### src/vsw_pkg.sv
package vsw_pkg;

  // Bus address and register map
  localparam logic [5:0] DEV_ADDR_HI = 6'h22;
  localparam logic [7:0] REG_SEP_A   = 8'h00;
  localparam logic [7:0] REG_SEP_B   = 8'h01;
  localparam logic [7:0] REG_SVID_A  = 8'h04;
  localparam logic [7:0] REG_SVID_B  = 8'h05;
  localparam logic [7:0] REG_COMP_A  = 8'h06;
  localparam logic [7:0] REG_COMP_B  = 8'h07;
  localparam logic [7:0] REG_MISC1   = 8'h14;
  localparam logic [7:0] REG_RSVD    = 8'h15;
  localparam logic [7:0] REG_MISC2   = 8'h16;
  localparam int         NUM_REGS    = 23;
  localparam int         MEM_AW      = 5;
  localparam logic [7:0] REG_RST     = 8'h00;

  // Field layout
  localparam int         CABLE_W     = 4;
  localparam int         CABLE_LSB   = 4;
  localparam logic [7:0] MISC1_WMASK = 8'h0f;
  localparam int         M1_GLOBAL   = 0;
  localparam int         M1_FIELDINV = 1;
  localparam int         SLAVE_BIT   = 7;
  localparam int         M2_CVBS     = 0;
  localparam int         M2_SVID     = 1;
  localparam int         M2_COMP     = 2;
  localparam int         M2_LOFS     = 3;
  localparam int         M2_CH_A     = 4;
  localparam logic [7:0] SEP_CHROMA  = 8'h25;
  localparam logic [7:0] SEP_PRPB    = 8'h24;

  // Serial clock filter: count of crystal periods
  localparam int         GLITCH_CLKS = 3;
  localparam logic [1:0] GLITCH_MAX  = 2'(GLITCH_CLKS - 1);
  localparam logic [6:0] SYNC_RST    = 7'h03;

  typedef enum logic [4:0] {
    ST_IDLE  = 5'b00001,
    ST_ADDR  = 5'b00010,
    ST_INDEX = 5'b00100,
    ST_WRITE = 5'b01000,
    ST_READ  = 5'b10000
  } vsw_state_t;

endpackage : vsw_pkg

### src/vsw_mem_if.sv
`timescale 1ns/1ps
interface vsw_mem_if;
  import vsw_pkg::*;
  logic              we;
  logic [MEM_AW-1:0] waddr;
  logic [7:0]        wdata;
  logic [MEM_AW-1:0] raddr;
  logic [7:0]        rdata;
  modport ctrl (output we, waddr, wdata, raddr, input rdata);
  modport mem  (input we, waddr, wdata, raddr, output rdata);
endinterface : vsw_mem_if

### src/vsw_i2c_cfg.sv
`timescale 1ns/1ps
// Overview of operation
// - Seven-bit bus address: fixed upper six bits, low bit from select pin.
// - Address select reads as zero when open; pad pull-down holds it low.
// - Eighth address bit picks direction: one read, zero write.
// - Host opens with START; device ignores everything until a START.
// - Matching address byte is acknowledged in the next acknowledge clock.
// - STOP or repeated START ends a transfer; repeated START turns direction.
// - Serial clock filtered three crystal periods; data taken on its rise.
// - Read data changes only after the filtered serial clock falls.
// - Write: address byte, register index, then data bytes from there.
// - Pointer advances after each written data byte.
// - Reads return register at pointer, then pointer advances.
// - First misc register bits 4..7 show S-Video cable absent, inputs 0..3.
// - Second misc bits 0 and 4 disable composite B and A clamps.
// - Bits 1/5 kill S-Video luma clamp; chroma only in slave with 0x25.
// - Bits 2/6 kill component Y clamp; Pr/Pb only in slave with 0x24.
// - Bits 3/7 select low-offset clamp mode for component B and A.
// - First misc register bits 4..7 ignore host writes.
module vsw_i2c_cfg (
  input  wire logic                        sys_clk_i,
  input  wire logic                        rst_n_i,
  input  wire logic                        scl_i,
  input  wire logic                        sda_i,
  output logic                             sda_o,
  output logic                             sda_oe_o,
  input  wire logic                        addr_sel_i,
  input  wire logic [vsw_pkg::CABLE_W-1:0] cable_absent_i,
  output logic                             global_en_o,
  output logic                             field_inv_o,
  output logic [1:0]                       cvbs_clamp_dis_o,
  output logic [1:0]                       svid_luma_clamp_dis_o,
  output logic [1:0]                       svid_chroma_clamp_dis_o,
  output logic [1:0]                       comp_y_clamp_dis_o,
  output logic [1:0]                       comp_prpb_clamp_dis_o,
  output logic [1:0]                       comp_low_offset_o
);
  import vsw_pkg::*;

  ////////////////////////////////////////////////////////////////////////////
  // Pin synchronisers and serial line filters
  logic [6:0] sync1_reg;
  logic [6:0] sync2_reg;
  logic [1:0] flt;
  logic [1:0] prev_reg;
  logic       scl_f;
  logic       sda_f;
  logic       addr_sel_s;
  logic [3:0] cable_s;

  always_ff @(posedge sys_clk_i or negedge rst_n_i) begin
    if (!rst_n_i) begin
      sync1_reg <= SYNC_RST;
      sync2_reg <= SYNC_RST;
    end else begin
      sync1_reg <= {addr_sel_i, cable_absent_i, sda_i, scl_i};
      sync2_reg <= sync1_reg;
    end
  end

  assign addr_sel_s = sync2_reg[6];
  assign cable_s    = sync2_reg[5:2];

  for (genvar g = 0; g < 2; g++) begin : g_flt
    logic [1:0] cnt_reg;
    logic       f_reg;
    // A line level is taken only after three steady crystal samples
    always_ff @(posedge sys_clk_i or negedge rst_n_i) begin
      if (!rst_n_i) begin
        cnt_reg <= 2'h0;
        f_reg   <= 1'b1;
      end else if (sync2_reg[g] == f_reg) begin
        cnt_reg <= 2'h0;
      end else if (cnt_reg == GLITCH_MAX) begin
        f_reg   <= sync2_reg[g];
        cnt_reg <= 2'h0;
      end else begin
        cnt_reg <= cnt_reg + 2'h1;
      end
    end
    assign flt[g] = f_reg;
  end

  always_ff @(posedge sys_clk_i or negedge rst_n_i) begin
    if (!rst_n_i) prev_reg <= 2'h3;
    else          prev_reg <= flt;
  end

  assign scl_f = flt[0];
  assign sda_f = flt[1];

  wire scl_rise  = scl_f & ~prev_reg[0];
  wire scl_fall  = ~scl_f & prev_reg[0];
  wire start_det = scl_f & prev_reg[0] & ~sda_f & prev_reg[1];
  wire stop_det  = scl_f & prev_reg[0] & sda_f & ~prev_reg[1];

  ////////////////////////////////////////////////////////////////////////////
  // Byte sequencer
  vsw_state_t st_reg, st_next;
  logic [3:0] cnt_reg, cnt_next;
  logic [7:0] shift_reg, shift_next;
  logic [7:0] ptr_reg, ptr_next;
  logic       rw_reg, rw_next;
  logic       ack_reg, ack_next;
  logic       sdoe_reg, sdoe_next;
  logic [7:0] rd_byte;

  vsw_mem_if mif ();

  wire [7:0] byte_in   = {shift_reg[6:0], sda_f};
  wire       byte_done = scl_rise && (cnt_reg == 4'h7);
  wire       addr_hit  = (byte_in[7:1] == {DEV_ADDR_HI, addr_sel_s});
  wire       ptr_wr_ok = (ptr_reg <= REG_MISC2) && (ptr_reg != REG_RSVD);
  wire       wr_fire   = (st_reg == ST_WRITE) && byte_done;
  wire [2:0] bit_sel   = 3'(4'h7 - cnt_reg);

  always_comb begin
    st_next    = st_reg;
    cnt_next   = cnt_reg;
    shift_next = shift_reg;
    ptr_next   = ptr_reg;
    rw_next    = rw_reg;
    ack_next   = ack_reg;
    sdoe_next  = sdoe_reg;
    if (start_det) begin
      st_next   = ST_ADDR;
      cnt_next  = 4'h0;
      ack_next  = 1'b0;
      sdoe_next = 1'b0;
    end else if (stop_det) begin
      st_next   = ST_IDLE;
      sdoe_next = 1'b0;
    end else if (st_reg != ST_IDLE) begin
      if (scl_rise) begin
        cnt_next = cnt_reg + 4'h1;
        if (cnt_reg < 4'h8) shift_next = byte_in;
        if (byte_done) begin
          case (st_reg)
            ST_ADDR: begin
              ack_next = addr_hit;
              rw_next  = byte_in[0];
              if (!addr_hit) st_next = ST_IDLE;
            end
            ST_INDEX: begin
              ptr_next = byte_in;
              ack_next = 1'b1;
            end
            ST_WRITE: begin
              ptr_next = ptr_reg + 8'h1;
              ack_next = 1'b1;
            end
            default: ack_next = 1'b0;
          endcase
        end
        if ((st_reg == ST_READ) && (cnt_reg == 4'h8)) begin
          ptr_next = ptr_reg + 8'h1;
          if (sda_f) st_next = ST_IDLE;
        end
      end else if (scl_fall) begin
        if (cnt_reg == 4'h8) begin
          sdoe_next = ack_reg;
        end else if (cnt_reg == 4'h9) begin
          cnt_next  = 4'h0;
          ack_next  = 1'b0;
          sdoe_next = 1'b0;
          case (st_reg)
            ST_ADDR: begin
              st_next   = rw_reg ? ST_READ : ST_INDEX;
              sdoe_next = rw_reg & ~rd_byte[7];
            end
            ST_INDEX: st_next   = ST_WRITE;
            ST_READ:  sdoe_next = ~rd_byte[7];
            default:  st_next   = st_reg;
          endcase
        end else if ((st_reg == ST_READ) && (cnt_reg != 4'h0)) begin
          sdoe_next = ~rd_byte[bit_sel];
        end
      end
    end
  end

  always_ff @(posedge sys_clk_i or negedge rst_n_i) begin
    if (!rst_n_i) begin
      st_reg    <= ST_IDLE;
      cnt_reg   <= 4'h0;
      shift_reg <= 8'h00;
      ptr_reg   <= 8'h00;
      rw_reg    <= 1'b0;
      ack_reg   <= 1'b0;
      sdoe_reg  <= 1'b0;
    end else begin
      st_reg    <= st_next;
      cnt_reg   <= cnt_next;
      shift_reg <= shift_next;
      ptr_reg   <= ptr_next;
      rw_reg    <= rw_next;
      ack_reg   <= ack_next;
      sdoe_reg  <= sdoe_next;
    end
  end

  // Open drain: the pin is only ever pulled low
  assign sda_oe_o = sdoe_reg;
  assign sda_o    = 1'b0;

  ////////////////////////////////////////////////////////////////////////////
  // Register storage and read path
  wire [7:0] wr_data = (ptr_reg == REG_MISC1) ? (byte_in & MISC1_WMASK)
                                               : byte_in;
  assign mif.we    = wr_fire && ptr_wr_ok;
  assign mif.waddr = ptr_reg[MEM_AW-1:0];
  assign mif.wdata = wr_data;
  assign mif.raddr = ptr_reg[MEM_AW-1:0];

  vsw_regmem u_mem (
    .sys_clk_i (sys_clk_i),
    .rst_n_i   (rst_n_i),
    .bus       (mif.mem)
  );

  assign rd_byte = (ptr_reg == REG_MISC1) ? {cable_s, mif.rdata[3:0]}
                 : ptr_wr_ok               ? mif.rdata
                 :                           8'h00;

  ////////////////////////////////////////////////////////////////////////////
  // Control copies and clamp outputs
  logic [7:0] sep_a_reg, sep_b_reg, misc2_reg;
  logic [1:0] misc1_reg;
  logic [1:0] slv_svid_reg, slv_comp_reg;

  always_ff @(posedge sys_clk_i or negedge rst_n_i) begin
    if (!rst_n_i) begin
      sep_a_reg    <= REG_RST;
      sep_b_reg    <= REG_RST;
      misc2_reg    <= REG_RST;
      misc1_reg    <= 2'h0;
      slv_svid_reg <= 2'h0;
      slv_comp_reg <= 2'h0;
    end else if (mif.we) begin
      case (ptr_reg)
        REG_SEP_A:  sep_a_reg       <= wr_data;
        REG_SEP_B:  sep_b_reg       <= wr_data;
        REG_SVID_A: slv_svid_reg[1] <= wr_data[SLAVE_BIT];
        REG_SVID_B: slv_svid_reg[0] <= wr_data[SLAVE_BIT];
        REG_COMP_A: slv_comp_reg[1] <= wr_data[SLAVE_BIT];
        REG_COMP_B: slv_comp_reg[0] <= wr_data[SLAVE_BIT];
        REG_MISC1:  misc1_reg       <= wr_data[1:0];
        REG_MISC2:  misc2_reg       <= wr_data;
        default:    misc1_reg       <= misc1_reg;
      endcase
    end
  end

  wire [1:0] m_cvbs = {misc2_reg[M2_CH_A+M2_CVBS], misc2_reg[M2_CVBS]};
  wire [1:0] m_svid = {misc2_reg[M2_CH_A+M2_SVID], misc2_reg[M2_SVID]};
  wire [1:0] m_comp = {misc2_reg[M2_CH_A+M2_COMP], misc2_reg[M2_COMP]};
  wire [1:0] m_lofs = {misc2_reg[M2_CH_A+M2_LOFS], misc2_reg[M2_LOFS]};
  wire [1:0] sep_c  = {sep_a_reg == SEP_CHROMA, sep_b_reg == SEP_CHROMA};
  wire [1:0] sep_p  = {sep_a_reg == SEP_PRPB, sep_b_reg == SEP_PRPB};

  always_ff @(posedge sys_clk_i or negedge rst_n_i) begin
    if (!rst_n_i) begin
      global_en_o             <= 1'b0;
      field_inv_o             <= 1'b0;
      cvbs_clamp_dis_o        <= 2'h0;
      svid_luma_clamp_dis_o   <= 2'h0;
      svid_chroma_clamp_dis_o <= 2'h0;
      comp_y_clamp_dis_o      <= 2'h0;
      comp_prpb_clamp_dis_o   <= 2'h0;
      comp_low_offset_o       <= 2'h0;
    end else begin
      global_en_o             <= misc1_reg[M1_GLOBAL];
      field_inv_o             <= misc1_reg[M1_FIELDINV];
      cvbs_clamp_dis_o        <= m_cvbs;
      svid_luma_clamp_dis_o   <= m_svid;
      svid_chroma_clamp_dis_o <= m_svid & slv_svid_reg & sep_c;
      comp_y_clamp_dis_o      <= m_comp;
      comp_prpb_clamp_dis_o   <= m_comp & slv_comp_reg & sep_p;
      comp_low_offset_o       <= m_lofs;
    end
  end

  ////////////////////////////////////////////////////////////////////////////
  // Checks
  property p_idle_quiet;
    @(posedge sys_clk_i) disable iff (!rst_n_i)
    (st_reg == ST_IDLE) && !start_det |=> !sda_oe_o;
  endproperty
  a_idle_quiet: assert property (p_idle_quiet)
    else $error("device drives SDA while idle");

  property p_addr_miss;
    @(posedge sys_clk_i) disable iff (!rst_n_i)
    (st_reg == ST_ADDR) && byte_done && !addr_hit && !start_det
      && !stop_det |=> (st_reg == ST_IDLE);
  endproperty
  a_addr_miss: assert property (p_addr_miss)
    else $error("foreign address not dropped");

  property p_addr_ack;
    @(posedge sys_clk_i) disable iff (!rst_n_i)
    (st_reg == ST_ADDR) && scl_fall && (cnt_reg == 4'h8) && ack_reg
      && !start_det && !stop_det |=> sda_oe_o;
  endproperty
  a_addr_ack: assert property (p_addr_ack)
    else $error("matching address not acknowledged");

  property p_filter;
    @(posedge sys_clk_i) disable iff (!rst_n_i)
    $rose(scl_f) |-> $past(sync2_reg[0], 1) && $past(sync2_reg[0], 2)
                     && $past(sync2_reg[0], 3);
  endproperty
  a_filter: assert property (p_filter)
    else $error("SCL accepted before three steady samples");

  property p_read_change;
    @(posedge sys_clk_i) disable iff (!rst_n_i)
    (st_reg == ST_READ) && $changed(sda_oe_o)
      |-> $past(scl_fall) || $past(start_det) || $past(stop_det);
  endproperty
  a_read_change: assert property (p_read_change)
    else $error("read data changed away from SCL fall");

  property p_wr_inc;
    @(posedge sys_clk_i) disable iff (!rst_n_i)
    wr_fire && !start_det && !stop_det |=> ptr_reg == $past(ptr_reg) + 8'h1;
  endproperty
  a_wr_inc: assert property (p_wr_inc)
    else $error("pointer not advanced after write");

  property p_rd_inc;
    @(posedge sys_clk_i) disable iff (!rst_n_i)
    (st_reg == ST_READ) && scl_rise && (cnt_reg == 4'h8) && !start_det
      && !stop_det |=> ptr_reg == $past(ptr_reg) + 8'h1;
  endproperty
  a_rd_inc: assert property (p_rd_inc)
    else $error("pointer not advanced after read");

  property p_index;
    @(posedge sys_clk_i) disable iff (!rst_n_i)
    (st_reg == ST_INDEX) && byte_done && !start_det && !stop_det
      |=> ptr_reg == $past(byte_in);
  endproperty
  a_index: assert property (p_index)
    else $error("index byte not loaded into pointer");

  property p_ro_bits;
    @(posedge sys_clk_i) disable iff (!rst_n_i)
    mif.we |-> (mif.waddr != REG_RSVD[MEM_AW-1:0])
      && ((ptr_reg != REG_MISC1) || (mif.wdata[7:4] == 4'h0));
  endproperty
  a_ro_bits: assert property (p_ro_bits)
    else $error("write reached read-only bits");

  property p_chroma;
    @(posedge sys_clk_i) disable iff (!rst_n_i)
    ##1 svid_chroma_clamp_dis_o[1] == ($past(misc2_reg[M2_CH_A+M2_SVID])
      && $past(slv_svid_reg[1]) && ($past(sep_a_reg) == SEP_CHROMA));
  endproperty
  a_chroma: assert property (p_chroma)
    else $error("chroma clamp disable mismatch");

endmodule : vsw_i2c_cfg

### src/vsw_regmem.sv
`timescale 1ns/1ps
module vsw_regmem (
  input  wire logic sys_clk_i,
  input  wire logic rst_n_i,
  vsw_mem_if.mem    bus
);
  import vsw_pkg::*;

  logic [7:0] mem_reg [NUM_REGS];
  logic [7:0] rdata_reg;

  assign bus.rdata = rdata_reg;

  always_ff @(posedge sys_clk_i or negedge rst_n_i) begin
    if (!rst_n_i) begin
      for (int i = 0; i < NUM_REGS; i++) begin
        mem_reg[i] <= REG_RST;
      end
      rdata_reg <= REG_RST;
    end else begin
      if (bus.we && (int'(bus.waddr) < NUM_REGS)) begin
        mem_reg[bus.waddr] <= bus.wdata;
      end
      rdata_reg <= (int'(bus.raddr) < NUM_REGS) ? mem_reg[bus.raddr]
                                                : REG_RST;
    end
  end

endmodule : vsw_regmem
### config.mk
export PLATFORM = sky130hd
export DESIGN_NAME = vsw_i2c_cfg
export DESIGN_NICKNAME = d
export VERILOG_FILES = /design/src/vsw_pkg.sv /design/src/vsw_mem_if.sv /design/src/vsw_i2c_cfg.sv /design/src/vsw_regmem.sv
export SDC_FILE = /design/constraint.sdc
export NUM_CORES = 1
export LEC_CHECK = 0
export BUFFER_PORTS_ARGS = -buffer_cell sky130_fd_sc_hd__buf_2
export CAP_MARGIN = 10
export CELL_PAD_IN_SITES_DETAIL_PLACEMENT = 0
export CELL_PAD_IN_SITES_GLOBAL_PLACEMENT = 2
export CORE_ASPECT_RATIO = 1.4
export CORE_MARGIN = 2
export CORE_UTILIZATION = 35
export DETAILED_ROUTE_END_ITERATION = 10
export GPL_TIMING_DRIVEN = 0
export PLACE_DENSITY_LB_ADDON = 0.15
export SLEW_MARGIN = 20
export SYNTH_ARGS = -nofsm -noshare
export SYNTH_HDL_FRONTEND = slang
export SYNTH_HIERARCHICAL = 1
export SYNTH_SLANG_ARGS = --single-unit
### constraint.sdc
create_clock -name sys_clk_i -period 3.5 [get_ports sys_clk_i]
set_clock_uncertainty 0.15 [all_clocks]
set_input_delay 0.175 -clock sys_clk_i [delete_from_list [all_inputs] [get_ports sys_clk_i]]
set_output_delay 0.175 -clock sys_clk_i [all_outputs]
set_load 0.05 [all_outputs]
==> parameters.txt <==
Parameter                              Value

Run status
  Result of the run ... complete, no violations

Cells and area
  Fin nets ... 1075
  Largest register FFs ... 184
  Most common cell after layout, fill and taps aside ... dfrtp_1
  Finished Core Util ... 41.0%
  Antenna diode count ... 0
  Share of cells above drive strength 1 ... 37.4%
  Layout Area Growth over Synthesis ... 16.1%
  Post-layout instance area ... 0.0153 mm2
  Commonest cells after routing, fill and taps aside ... 275 x dfrtp_1, 207 x mux2_2, 61 x nand2_1

Hold path
  Worst hold path startpoint ... addr_sel_i
  Hold WC Path Type ... input pin to flip-flop

STA
  Slew of the pin with the lowest slew margin ... 0.932 ns
  Min cycle time layout ... 3.34 ns
  Final total negative setup slack ... 0 ns
  Number of failing setup endpoints in the final timing report ... 0
  Final critical-path share of the clock period ... 95.6%
  Number of endpoints with negative hold slack in the final report ... 0
  Relative slew margins ... 37.9%
  Count of pins over their slew limit ... 0
  Hold slack final ... 0.0823 ns
  Peak clock frequency supported by timing ... 0.299 GHz

Worst setup path
  Launching element of the worst setup path ... ptr_reg[0]
  Cell with the biggest individual delay on the critical path ... dfrtp_1
  Critical Path RT ... 3.80 ns
  Element type at the critical path start ... flip-flop
  CP Max Fanout ... 13
  CP arrival ... 3.65 ns
  Kind of critical path ... flip-flop to flip-flop
  Critical Path Sink Type ... flip-flop
  CP delay by family, top ... simple AND/OR/NAND/NOR gates
  Worst path max stage delay ... 0.67 ns
  Crit Reg-Reg Startpoint ... ptr_reg[0]
  Buf/Inv on CP ... 2
  Cell breakdown of the critical path ... inv_1 -> ha_1 -> nand2b_1 -> a21oi_2 -> nor4_4 -> buf_4 -> nand3_1 -> nor2_1 -> nand2_1 -> mux2_2

Routing
  DR iter-0 viols ... 348
  Wire length after detailed routing ... 35500 um
  Number of detailed-route iterations in the first pass ... 4
  Routed vias ... 8131
  # DRC ... 0
  Vias per std cell ... 5.23
  Per-cell routed wire length ... 22.9 um
  Post-DRT Antenna Nets ... 0

Logic synthesis
  Area of the mapped netlist ... 0.0132 mm2
  Largest area contributor in the netlist ... dfrtp_1
  Mean area per synthesized cell ... 13.5 um2
  Top area cells in the synthesized netlist ... dfrtp_1 52%, mux2_2 18%, mux4_2 5.1%
  Number of enable flip-flop cells after synthesis ... 0
  Commonest register cell after synthesis ... dfrtp_1
  Total nets after synthesis ... 999
  Part of the Yosys area used for sequential elements ... 54.2%
  Async S/R FF share, synth ... 100%
  Post-synthesis sequential element count ... 285
  Area share of the largest cell type after synthesis ... 52.4%
  Number of standard cells after synthesis ... 980
  Number of warnings printed during yosys synthesis ... 6
  Count of different cell masters after synthesis ... 70

Power and ir drop
  Part of the power in registers ... 43.9%
  Cell leakage power ... 0.00700 uW
  Overall power ... 8200 uW
  Net Sw Power ... 2420 uW
  Power Dens Cells ... 536 mW/mm2
  Clock network fraction of total power ... 41.2%
  Max rail drop VDD ... 0.394 mV
  Fraction of power consumed by combinational cells ... 14.9%
  P_int ... 5770 uW
  Net switching share of the total power ... 29.6%

Global route
  Grt met1 use ... 22.6%
  Number of global-route vias before repair ... 8678
  Global-route track usage on met2 ... 34.9%
  Met3 routing resource usage after global routing ... 2.02%
  Layer with the highest usage after global routing ... met2
  Initial antenna violation count ... 0
  Total congestion overflow after global routing ... 0
  First-pass GRT wire length ... 55000 um
  Largest net degree at the start of global routing ... 80
  Tot GR Track Use ... 18.8%

Placed design
  Instance area at placement ... 0.0140 mm2
  Number of buffers added on ports ... 23
  Placed wire-length estimate after detailed placement ... 24500 um
  Weighted congestion reported at the end of routability-driven placement ... 0.770

Run
  Number of maximum-capacitance constraint violations ... 0

Die
  Chip Width ... 168 um
  Starting utilization of the core area ... 35.3%
  Chip Height ... 234 um
  Area enclosed by the die boundary ... 0.0393 mm2
  Cell Rows ... 84
  Area of the core region ... 0.0373 mm2
  Count of pins on the block boundary ... 25

Clocking
  Clock tree root driver cell ... clkbuf_16
  Clock sink count ... 285
  Clock tree from TritonCTS ... done
  Clock transition at the registers of the reported paths ... 0.06 ns
  Worst-skew pair later-pin latency ... 0.58 ns
  Max clock buf depth ... 3
  Number of CTS-inserted buffers ... 31
  Number of H-tree levels ... 1
[logic make-up (layout without fill, tap and decap cells)]
family                   count (synthesis)  in the layout  share of synthesized area [%]
adder cells (fa/ha/maj)                 10             10                          0.949
AO/OA/AOI/OAI                          108            108                           5.12
XOR/XNOR                                 5              5                          0.332
buffers and inverters                   79            180                           2.92
flip-flops                             285            285                           54.2
multiplexers                           278            278                           27.1
AND/OR/NAND/NOR                        214            214                           9.39
other                                    1              1                         0.0284
[power groups by stage]
stage	registers [uW]	clock network, uW	logic [uW]
after floorplan	3580	0	699
after global placement	3670	0	1240
after detailed placement	3670	0	1240
after CTS	3610	3490	1260
after global routing	3630	3620	1370
final	3600	3370	1220
[routing by layer]
| metal | part of all wire (%) | up-vias |
|---|---|---|
| met1 | 41 | 4251 |
| met4 | 2.9 | 0 |
| li1 | - | 3730 |
| met3 | 2.4 | 45 |
| met2 | 54 | 105 |
| met5 | 0 | - |
[worst paths after layout]
kind	end	slack, ns	cells after the start
setup / recovery	u_mem/mem_reg[156]	0.16	10
hold / removal	sync1_reg[6]	0.08	2
max in group asynchronous	sync2_reg[0]	1.79	5
min in group asynchronous	sync1_reg[1]	0.54	3
setup reg to reg	u_mem/mem_reg[156]	0.16	10
hold reg to reg	sync2_reg[5]	0.21	0
[worst register-to-register path: cells and delay by family, from the launching register on]
family,cells,cell delay [ns]
AO/OA/AOI/OAI,1,0.37
adder cells (fa/ha/maj),1,0.26
buffers and inverters,2,0.31
flip-flops,1,0.67
multiplexers,1,0.40
AND/OR/NAND/NOR,5,1.07
[cell type report]
type                       instances  area [um2]
timing repair buffer              43         428
buffer                            56         299
inverter                          23        86.3
clock inverter                    13         151
sequential                       285        7140
clock buffer                      45         898
multi-input combinational        616        5700
tap                              473         592
fill                            3499       22000
[through the flow]
step | worst slack, ns | std cells
finish | 0.155 | 1554
global route | -0.000308 | 1554
CTS | 0.0145 | 1553
detailed placement | -0.873 | 1479
global placement | -3.50 | 1476
floorplan | 0.401 | 980
[Yosys cell counts (4+ instances only)]
| master | count |
|---|---|
| dfrtp_1 | 276 |
| buf_2 | 20 |
| and2_1 | 5 |
| nand3_1 | 21 |
| o211ai_1 | 25 |
| nor3_1 | 15 |
| mux4_2 | 30 |
| mux2_2 | 207 |
| nor2_2 | 4 |
| dfstp_2 | 9 |
| mux2i_1 | 27 |
| mux2_4 | 4 |
| inv_1 | 23 |
| nand3b_1 | 16 |
| o21ai_1 | 13 |
| ha_1 | 10 |
| nor2b_1 | 8 |
| a21oi_1 | 21 |
| clkbuf_1 | 23 |
| nor3_2 | 5 |
| nand3_2 | 6 |
| nand2_2 | 7 |
| buf_4 | 6 |
| o21ai_0 | 26 |
| and3_1 | 4 |
| o22ai_1 | 5 |
| nand2b_1 | 7 |
| nor2_1 | 28 |
| nand4b_1 | 4 |
| nand2_1 | 61 |
| mux4_1 | 7 |
[timing repair]
action	in CTS	in global routing
pin swaps	5	1
hold endpoints to repair	142	0
hold buffers	10	0
setup buffers	6	1
gates resized for setup	7	2
setup endpoints to repair	184	64
(Power assumes the default switching activity.)
